[config.mk]
export PLATFORM = sky130hd
export DESIGN_NAME = cih_chem_hold
export DESIGN_NICKNAME = d
export VERILOG_FILES = /design/src/inc/cih_pkg.sv /design/src/design/cih_chem_hold.sv
export SDC_FILE = /design/constraint.sdc
export NUM_CORES = 1
export LEC_CHECK = 0
export ABC_AREA = 1
export BUFFER_PORTS_ARGS = -buffer_cell sky130_fd_sc_hd__buf_2
export CAP_MARGIN = 10
export CORE_ASPECT_RATIO = 0.9
export CORE_UTILIZATION = 60
export CTS_BUF_LIST = sky130_fd_sc_hd__clkbuf_4
export CTS_CLUSTER_DIAMETER = 150
export DETAILED_ROUTE_END_ITERATION = 10
export HOLD_SLACK_MARGIN = 0.12
export PLACE_DENSITY = 0.87
export SLEW_MARGIN = 20
export SYNTH_ARGS = -nofsm -noshare
export SYNTH_HDL_FRONTEND = slang
export SYNTH_SLANG_ARGS = --single-unit
export TNS_END_PERCENT = 20
[constraint.sdc]
create_clock -name sys_clk -period 3.5 [get_ports sys_clk]
set_clock_uncertainty 0.2 [all_clocks]
set_input_delay 0.525 -clock sys_clk [delete_from_list [all_inputs] [get_ports sys_clk]]
set_output_delay 0.525 -clock sys_clk [all_outputs]
set_load 0.005 [all_outputs]
[src/inc/cih_pkg.sv]
// Constants for the shared dispenser hold handshake.
// Assumes a single 50 MHz system clock; no software registers.
// Functional notes
// One shared inject request for any chemical
// Dispenser must assert hold within two seconds
// Honoured hold stops timer, starts stay off
// No hold: starts begin two seconds after request
// Hold released: wait two seconds, then start
// Starts last exactly the programmed duration
// Hold ignored outside two-second window after request
// Dispenser arbitrates among machines using hold
// Dispenser copes with multi-chemical requests
// Synchronise hold, seconds timebase, drop request after
package cih_pkg;
  localparam int unsigned CLK_HZ = 50_000_000;
  localparam int unsigned WINDOW_S = 2;
  localparam int unsigned TICKS_PER_S = CLK_HZ;
  localparam int unsigned CHEM_COUNT = 8;
  localparam int unsigned DUR_W = 16;
  typedef enum logic [2:0] {
    CIH_IDLE, CIH_WINDOW, CIH_HOLD, CIH_RELEASE, CIH_INJECT
  } cih_state_t;
endpackage

[src/design/cih_chem_hold.sv]
// Inject request / hold handshake for one washer controller.
// Assumes program issues a one-cycle go with chemical mask and seconds.
`timescale 1ns/1ps
`default_nettype none
module cih_chem_hold
  import cih_pkg::*;
#(
  parameter int unsigned NCHEM = CHEM_COUNT,
  parameter int unsigned TICKS = TICKS_PER_S
) (
  input wire logic sys_clk,
  input wire logic rst_b,
  input wire logic inject_go,
  input wire logic [NCHEM-1:0] chem_mask,
  input wire logic [DUR_W-1:0] inject_secs,
  input wire logic dispenser_hold,
  output logic inject_request,
  output logic [NCHEM-1:0] chemical_start_outputs,
  output logic step_timer_run,
  output logic inject_busy
);
  // Refuse sizes the timebase and the checks cannot serve
  if (NCHEM < 1 || TICKS < 2 || TICKS > 32'h7fff_ffff) begin : g_bad_param
    $error("cih_chem_hold: bad parameter");
  end

  logic rst_s1, rst_s2;
  always_ff @(posedge sys_clk or negedge rst_b) begin
    if (!rst_b) begin
      rst_s1 <= 1'b0;
      rst_s2 <= 1'b0;
    end else begin
      rst_s1 <= 1'b1;
      rst_s2 <= rst_s1;
    end
  end
  wire logic rst_n = rst_s2;

  // Hold is an external contact; two flops before use
  logic hold_s1, hold_s2;
  always_ff @(posedge sys_clk or negedge rst_n) begin
    if (!rst_n) begin
      hold_s1 <= 1'b0;
      hold_s2 <= 1'b0;
    end else begin
      hold_s1 <= dispenser_hold;
      hold_s2 <= hold_s1;
    end
  end

  cih_state_t state, next_state;
  logic [31:0] tick, next_tick;
  logic [DUR_W-1:0] secs, next_secs;
  logic [DUR_W-1:0] dur, next_dur;
  logic [NCHEM-1:0] mask, next_mask;
  logic [NCHEM-1:0] start_q, next_start;
  logic sec_pulse;

  // Seconds timebase restarts on each phase entry
  assign sec_pulse = (tick == 32'(TICKS - 1));

  // Last tick of a two-second phase; shared by window and release
  function automatic logic two_s_done(input logic pulse,
                                      input logic [DUR_W-1:0] count);
    return pulse && count == DUR_W'(WINDOW_S - 1);
  endfunction

  always_comb begin
    next_state = state;
    next_tick = sec_pulse ? 32'h0000_0000 : tick + 32'h0000_0001;
    next_secs = sec_pulse ? secs + DUR_W'(1) : secs;
    next_dur = dur;
    next_mask = mask;
    next_start = '0;
    case (state)
      CIH_IDLE: begin
        next_tick = '0;
        next_secs = '0;
        if (inject_go && chem_mask != '0 && inject_secs != '0) begin
          next_state = CIH_WINDOW;
          next_mask = chem_mask;
          next_dur = inject_secs;
        end
      end
      CIH_WINDOW: begin
        if (hold_s2) begin
          next_state = CIH_HOLD;
          next_tick = '0;
          next_secs = '0;
        end else if (two_s_done(sec_pulse, secs)) begin
          next_state = CIH_INJECT;
          next_secs = '0;
          next_start = mask;
        end
      end
      CIH_HOLD: begin
        next_tick = '0;
        next_secs = '0;
        if (!hold_s2) next_state = CIH_RELEASE;
      end
      CIH_RELEASE: begin
        if (two_s_done(sec_pulse, secs)) begin
          next_state = CIH_INJECT;
          next_secs = '0;
          next_start = mask;
        end
      end
      CIH_INJECT: begin
        next_start = mask;
        if (sec_pulse && secs == dur - DUR_W'(1)) begin
          next_state = CIH_IDLE;
          next_start = '0;
        end
      end
      default: next_state = CIH_IDLE;
    endcase
  end

  always_ff @(posedge sys_clk or negedge rst_n) begin
    if (!rst_n) begin
      state <= CIH_IDLE;
      tick <= '0;
      secs <= '0;
      dur <= '0;
      mask <= '0;
      start_q <= '0;
    end else begin
      state <= next_state;
      tick <= next_tick;
      secs <= next_secs;
      dur <= next_dur;
      mask <= next_mask;
      start_q <= next_start;
    end
  end

  // Request covers all phases until injection ends
  assign inject_request = (state != CIH_IDLE);
  assign chemical_start_outputs = start_q;
  // Timer also paused during the post-hold delay for a clean resume
  assign step_timer_run = (state != CIH_HOLD) && (state != CIH_RELEASE);
  assign inject_busy = inject_request;

  // Cycles spent in the present state; only the checks read it
  logic [31:0] phase_cycles, next_phase_cycles;
  always_comb begin
    next_phase_cycles = phase_cycles + 32'h0000_0001;
    if (next_state != state) next_phase_cycles = '0;
  end
  always_ff @(posedge sys_clk or negedge rst_n) begin
    if (!rst_n) begin
      phase_cycles <= '0;
    end else begin
      phase_cycles <= next_phase_cycles;
    end
  end

  // Hold and start gating
  a_hold_blocks_start: assert property (
    @(posedge sys_clk) disable iff (!rst_n)
    state == CIH_HOLD |-> chemical_start_outputs == '0 && !step_timer_run)
    else $error("start active during hold");
  a_start_needs_req: assert property (
    @(posedge sys_clk) disable iff (!rst_n)
    chemical_start_outputs != '0 |-> inject_request)
    else $error("start without request");
  a_timer_runs_inject: assert property (
    @(posedge sys_clk) disable iff (!rst_n)
    state == CIH_INJECT |-> step_timer_run)
    else $error("timer stopped during injection");

  // A hold is only taken in the first two seconds
  a_late_hold_ignored: assert property (
    @(posedge sys_clk) disable iff (!rst_n)
    state == CIH_INJECT && hold_s2 |=> state != CIH_HOLD)
    else $error("late hold honoured");
  a_hold_from_window: assert property (
    @(posedge sys_clk) disable iff (!rst_n)
    state == CIH_HOLD && $past(state) != CIH_HOLD |->
    $past(state) == CIH_WINDOW)
    else $error("hold entered outside window");

  // Two-second delays, counted in clock cycles
  a_window_goes_inject: assert property (
    @(posedge sys_clk) disable iff (!rst_n)
    state == CIH_WINDOW && !hold_s2 && two_s_done(sec_pulse, secs)
    |=> chemical_start_outputs == mask)
    else $error("start missing after window");
  a_window_two_s: assert property (
    @(posedge sys_clk) disable iff (!rst_n)
    state == CIH_WINDOW && next_state == CIH_INJECT |->
    phase_cycles == 32'(2 * TICKS - 1))
    else $error("window not two seconds");
  a_release_delay: assert property (
    @(posedge sys_clk) disable iff (!rst_n)
    state == CIH_HOLD && !hold_s2 |=> state == CIH_RELEASE ##1
    chemical_start_outputs == '0)
    else $error("start too soon after release");
  a_release_two_s: assert property (
    @(posedge sys_clk) disable iff (!rst_n)
    state == CIH_RELEASE && next_state == CIH_INJECT |->
    phase_cycles == 32'(2 * TICKS - 1))
    else $error("release delay not two seconds");

  // Injection length and end of request
  a_start_steady: assert property (
    @(posedge sys_clk) disable iff (!rst_n)
    chemical_start_outputs != '0 && $past(chemical_start_outputs) != '0
    |-> $stable(chemical_start_outputs))
    else $error("start changed mid injection");
  a_start_ends_idle: assert property (
    @(posedge sys_clk) disable iff (!rst_n)
    $fell(inject_request) |-> chemical_start_outputs == '0)
    else $error("start outlived request");
  a_request_drops: assert property (
    @(posedge sys_clk) disable iff (!rst_n)
    state == CIH_INJECT && next_state == CIH_IDLE |=>
    !inject_request && chemical_start_outputs == '0)
    else $error("request kept after injection");

  c_no_hold: cover property (
    @(posedge sys_clk) disable iff (!rst_n)
    state == CIH_WINDOW ##1 state == CIH_INJECT);
  c_hold: cover property (
    @(posedge sys_clk) disable iff (!rst_n)
    state == CIH_RELEASE ##1 state == CIH_INJECT);
  c_done: cover property (
    @(posedge sys_clk) disable iff (!rst_n)
    state == CIH_INJECT ##1 state == CIH_IDLE);
  c_late_hold: cover property (
    @(posedge sys_clk) disable iff (!rst_n)
    state == CIH_INJECT && hold_s2);
endmodule
`default_nettype wire

---- Yosys cells after proc, flatten, opt, wreduce, memory -nomap -nowiden ----
Cells that the tools add are included.
operators by class
  reduce and logical (&&, ||, !) cells .... 12
  eq/ne operators ......................... 12
  add/sub/neg operators ................... 3
  muxes and demuxes ....................... 17
operators by type and width
  cell                   number
  $mux 32                2
  $pmux 32 s2            1
  $mux 16                3
  $pmux 16 s3            1
  $add 32x1->32 const B  1
  $eq 32x26->1 const B   1
  $mux 8                 3
  $pmux 8 s3             1
  $add 16x1->16 const B  1
  $eq 16x1->1 const B    1
  $eq 16x16->1           1
  $reduce_bool 16->1     1
  $sub 16x1->16 const B  1
  $mux 3                 5
  $pmux 3 s5             1
  $reduce_bool 8->1      1
  $eq 3x2->1 const B     2
  $ne 2x2->1 const B     3
  $ne 3x2->1 const B     2
  $logic_and 1x1->1      5
  $eq 3x1->1 const B     1
  $eq 3x3->1 const B     1
  $logic_not 3->1        1
  $reduce_and 3->1       1
  3 further kinds        3
storage, ports and cells
  input port bits ......................... 28
  output and inout port bits .............. 11
  register bits ........................... 87

---- Logic depth before layout (Yosys ltp) ----
  depth after elaboration ................. 5
  mapped depth ............................ 13
  gate-level depth less buffers ........... 13

---- Worst setup path after synthesis ----
Ideal clock, no wire load.
  path type ............................... flip-flop to flip-flop
  from .................................... register dur[0]
  to ...................................... register state[2]
  data required time ...................... 3.161 ns
  buffers on the path ..................... 0
  path slack .............................. 1.481 ns
  cell stages (with the launch flop) ...... 12
  arrival time ............................ 1.680 ns
  path through ............................ dfrtp_1 -> inv_1 -> ha_1 -> nand2_1 -> nor2_2 -> nand2_1 -> xor2_1 -> nand2_1 -> nor2_1 -> nand4_2 -> nand2_1 -> o31ai_1
between the ends
  longest elaborated chain between the ends .. 5
ends and longest elaborated chain
  item                        line                  source
  start: declaration          cih_chem_hold.sv:54   logic [DUR_W-1:0] dur, next_dur;
  start signal: assignment    cih_chem_hold.sv:131  dur <= next_dur;
  $sub 16x1->16               cih_chem_hold.sv:110  if (sec_pulse && secs == dur - DUR_W'(1)) begin
  $eq 16x16->1                cih_chem_hold.sv:110
  $logic_and 1x1->1           cih_chem_hold.sv:110
  $ne 2x2->1 (no line)        n/a
  $reduce_and 3->1 (no line)  n/a
  end signal: assignment      cih_chem_hold.sv:128  state <= next_state;
  end: declaration            cih_chem_hold.sv:51   cih_state_t state, next_state;
Every way passes these cells.
A chain may end at the register's enable or synchronous reset.

---- Worst setup path in the final report ----
  from .................................... input port inject_secs[15]
  to ...................................... register dur[4]
between the ends
  longest elaborated chain between the ends .. 3
ends and longest elaborated chain
  item                        line                 source
  start: declaration          cih_chem_hold.sv:15  input wire logic [DUR_W-1:0] inject_secs,
  $reduce_bool 16->1          cih_chem_hold.sv:79  if (inject_go && chem_mask != '0 && inject_secs != '0) begin
  $logic_and 1x1->1           cih_chem_hold.sv:79
  $reduce_and 2->1 (no line)  n/a
Every way passes these cells.

==> summary.txt <==
Setup path
  – Most used cell along the critical path: sky130_fd_sc_hd__nor2_1
  – Worst flop-to-flop path startpoint: tick[0]
  – Endpoint of the worst-slack reg-to-reg timing path: secs[3]
  – Element type at the critical path start: input port
  – Depth of the critical timing path with buffers and inverters included: 10
  – Crit path cell chain: dlygate4sd3_1, buf_2, inv_1, nand4_1, nor2_1, nand3_1, o211ai_1, or2_2, nor2_1, a21oi_1
  – FF-to-FF setup slack: slightly below 1000 ps
  – WP buf/inv: 3
  – Maximum cell stage delay along the critical path: 630 ps
  – Arr. time, crit path: 2760 ps
  – Critical Path Sink Type: register
  – Critical path data required time: 3680 ps
  – Classification of the worst setup path: input port to register
  – FF-to-FF path depth: 10
  – Delay-heaviest family, CP: simple AND/OR/NAND/NOR gates
  – Timing endpoint of the critical path: dur[4]
  – Timing startpoint of the critical path: inject_secs[15]
  – Maximum fanout along the worst path: 48
  – Crit-path slowest cell: sky130_fd_sc_hd__or2_2

Floorplan
  – Horiz. Die Dim: 101.1 um
  – Effective utilization at floorplan: about three fifths
  – I/O pin count: 39
  – Die Area: 9212 um^2
  – Row Count: 32
  – Area of the placeable core: ~8600 um^2
  – Die height: 91.15 um

Placed design
  – Cell area after placement: 5563 um^2
  – Cell Count Post-Placement: 860
  – HPWL Detailed: approximately 8.6 mm
  – Worst setup timing slack at the placement stage: 1020 ps
  – Final weighted congestion of routability-driven global placement: 0.9635
  – Port Buffers: 38

Cells and area
  – Share of final-layout standard cells stronger than drive strength 1: 12.31%
  – Filler cell count in the final layout: 725
  – Net count reported at finish: 799
  – # diodes: 0
  – Synth-to-layout area growth: 10.84%
  – Number of standard cells in the final layout excluding fillers: 891
  – Final core utilization: 68.55%
  – Finished Cell Area: 5873 um^2

STA
  – Number of setup violations in the final report: 0
  – Clock period minus worst slack: 2571 ps
  – Final max-slew violation count: 0
  – Final clock period utilization by the worst path: 73.46%
  – Tightest slew margin relative to the limit: 48.35%
  – Worst slew pin tran: about 770 ps
  – Unrepaired setup endpoints after global routing: false
  – Endpoints failing hold: 0
  – Fmax: just under 0.4 GHz
  – Final setup TNS: 0 ps
  – Hold slack final: 137.1 ps
  – Fin worst setup slack: 928.8 ps

Global route
  – Global-route wire length before repair: 20.05 mm
  – Largest net degree at the start of global routing: 86
  – Antenna violations before repair: 0
  – Number of global-route vias before repair: 4387
  – Overflow after GRT: 0
  – Global-route usage over all layers: 27.57%

Detailed routing
  – Vias per cell: between 5 and 6
  – Routed len/inst: 13.60 um
  – DRC violation count after routing: 0
  – WL final: 12.12 mm
  – Total vias in the final route: between 4000 and 5000
  – Number of DRC violations after detailed-routing iteration 0: 362
  – Count of nets left with antenna violations after detail routing: 0
  – First drt pass iteration count: 5

Synth
  – Share of the synthesized area in the top cell type: 41.09%
  – Synth Net Count: 749
  – Post-synthesis instance area: 5299 um^2
  – Portion of the post-synthesis area used by sequential elements: 41.09%
  – Top FF cell, synth: sky130_fd_sc_hd__dfrtp_1
  – Number of instances in the synthesized netlist: 717
  – Cell type with the highest aggregate area in the netlist: sky130_fd_sc_hd__dfrtp_1
  – Top cells by area, synth: sky130_fd_sc_hd__dfrtp_1 (41%), sky130_fd_sc_hd__nand2_1 (11%), sky130_fd_sc_hd__nor2_1 (6.5%)
  – Number of register bits inferred by synthesis: slightly below 90
  – Cell types with the highest counts after synthesis: sky130_fd_sc_hd__nand2_1 (150), sky130_fd_sc_hd__nor2_1 (92), sky130_fd_sc_hd__inv_1 (90)
  – Warnings, synthesis: 0
  – Mean post-synth cell area: around 7.4 um^2
  – Fraction of registers with async set/reset: 100.0%
  – Number of enable-type register cells in the synthesized netlist: 0
  – Number of distinct standard cells referenced by the synthesized netlist: 49
  – Most used standard cell by instance count after synthesis: sky130_fd_sc_hd__nand2_1

Clock network
  – Depth of the CTS H-tree: 3
  – Number of buffers on the longest clock path: 2
  – Later-pin clock latency in the skew report: 450 ps
  – Clock net sink count: 87
  – # resized after CTS: 0
  – Post-CTS Setup Inserts: 0
  – Root buffer cell: sky130_fd_sc_hd__clkbuf_4
  – Clk pin slew, worst setup/hold paths: ~140 ps
  – Cts hold-fix bufs: 9
  – TritonCTS clock tree: yes
  – Num CTS Buffers: 9

Pwr
  – Pwr Total: 2.824 mW
  – Reported leakage power: 2.832 nW
  – Worst voltage drop across the vdd grid: 0.2956 mV
  – Pwr dens: 480.8 nW/um^2

Worst hold path
  – Worst min path class: input port to register

Run
  – Max-capacitance violation count: 0

Status
  – Outcome: complete, no violations
## worst register-to-register path: cells and delay by family (launching register included)
kind                       cells  cell delay, ps
buffers and inverters          1              90
AOI/OAI and AO/OA              1             380
adders and majority gates      1             230
and+or+nand+nor                7            1070
DFF                            1             420
## state kept, by name (all words and copies together), names as in the netlist
register and flops:
mask 8, state 3, rst_s1 1, dur 16
hold_s2 1, rst_n 1, secs 16, hold_s1 1
tick 32, chemical_start_outputs 8
## cell type report
cell class	count	area, um^2	share of cell area (%)
inverters	99	372.9	6.349
flip-flops and latches	87	2181	37.13
repair buffers	55	372.9	6.349
multi-input cells	515	2655	45.21
clock buffers	10	75.07	1.278
well taps	119	148.9	2.535
clock inverters	6	67.56	1.150
## routing by layer
metal	wire, um	global-route usage (%)	part of all wire (%)	vias to the layer above
met1	5569	39.29	46	2302
met2	5646	42.74	47	176
li1	-	-	-	2435
met4	193	7.488	1.6	0
met3	707	5.543	5.8	27
met5	0	0	0	-
## worst min path at each step
stage	slack, ps	to	cells after the start	startpoint
floorplan	30	rst_n	0	rst_b
global placement	110	rst_s1	1	rst_b
detailed placement	110	rst_s1	1	rst_b
CTS	120	dur[10]	3	inject_secs[10]
global route	120	dur[1]	3	inject_secs[1]
finish	140	dur[12]	3	inject_secs[12]
## cells in the final DEF, fill, tap and decap left out, types with 2 or more instances in the layout
cell type                       synthesis  layout
sky130_fd_sc_hd__nor2_4                 2       2
sky130_fd_sc_hd__buf_4                  2       2
sky130_fd_sc_hd__dfrtp_1               87      86
sky130_fd_sc_hd__clkinv_2               1       2
sky130_fd_sc_hd__ha_1                   4       4
sky130_fd_sc_hd__nand2_1              150     150
sky130_fd_sc_hd__nand3b_1               7       7
sky130_fd_sc_hd__dlygate4sd3_1          0      14
sky130_fd_sc_hd__xor2_1                24      24
sky130_fd_sc_hd__inv_2                  7       7
sky130_fd_sc_hd__o21ai_0               40      40
sky130_fd_sc_hd__clkinvlp_4             0       2
sky130_fd_sc_hd__xnor2_1               13      13
sky130_fd_sc_hd__nor2_1                92      92
sky130_fd_sc_hd__inv_6                  0       2
sky130_fd_sc_hd__nand2_2                2       2
sky130_fd_sc_hd__buf_2                  5      38
sky130_fd_sc_hd__clkbuf_4               0      10
sky130_fd_sc_hd__nand4_1               27      27
sky130_fd_sc_hd__nand3_2                4       4
sky130_fd_sc_hd__nand3_1               63      63
sky130_fd_sc_hd__nor4_1                10      10
sky130_fd_sc_hd__o21ai_1                3       3
sky130_fd_sc_hd__nor3_1                21      21
sky130_fd_sc_hd__nand4_2                2       2
sky130_fd_sc_hd__a21oi_1               18      18
sky130_fd_sc_hd__o211ai_1               3       3
sky130_fd_sc_hd__inv_1                 90      90
sky130_fd_sc_hd__nor2_2                11      11
## kinds of logic (layout without fill, tap and decap cells)
| group | after synthesis | count (layout) | share of synthesized area [%] |
|---|---|---|---|
| xor gates and xnor gates | 37 | 37 | 6.116 |
| adders and majority gates | 4 | 4 | 0.9445 |
| buffers and inverters | 115 | 170 | 8.807 |
| other | 1 | 1 | 0.07077 |
| DFF | 87 | 87 | 41.09 |
| AOI/OAI and AO/OA | 71 | 71 | 7.438 |
| and+or+nand+nor | 402 | 402 | 35.54 |
## power breakdown
| group | leakage [nW] | internal [mW] | switching [mW] |
|---|---|---|---|
| Sequential | 1.15 | 1.16 | 0.184 |
| Combinational | 1.61 | 0.326 | 0.560 |
| Clock | 0.0734 | 0.230 | 0.363 |
| Total | 2.83 | 1.72 | 1.11 |
No activity file was read; power rests on OpenSTA's default activity.
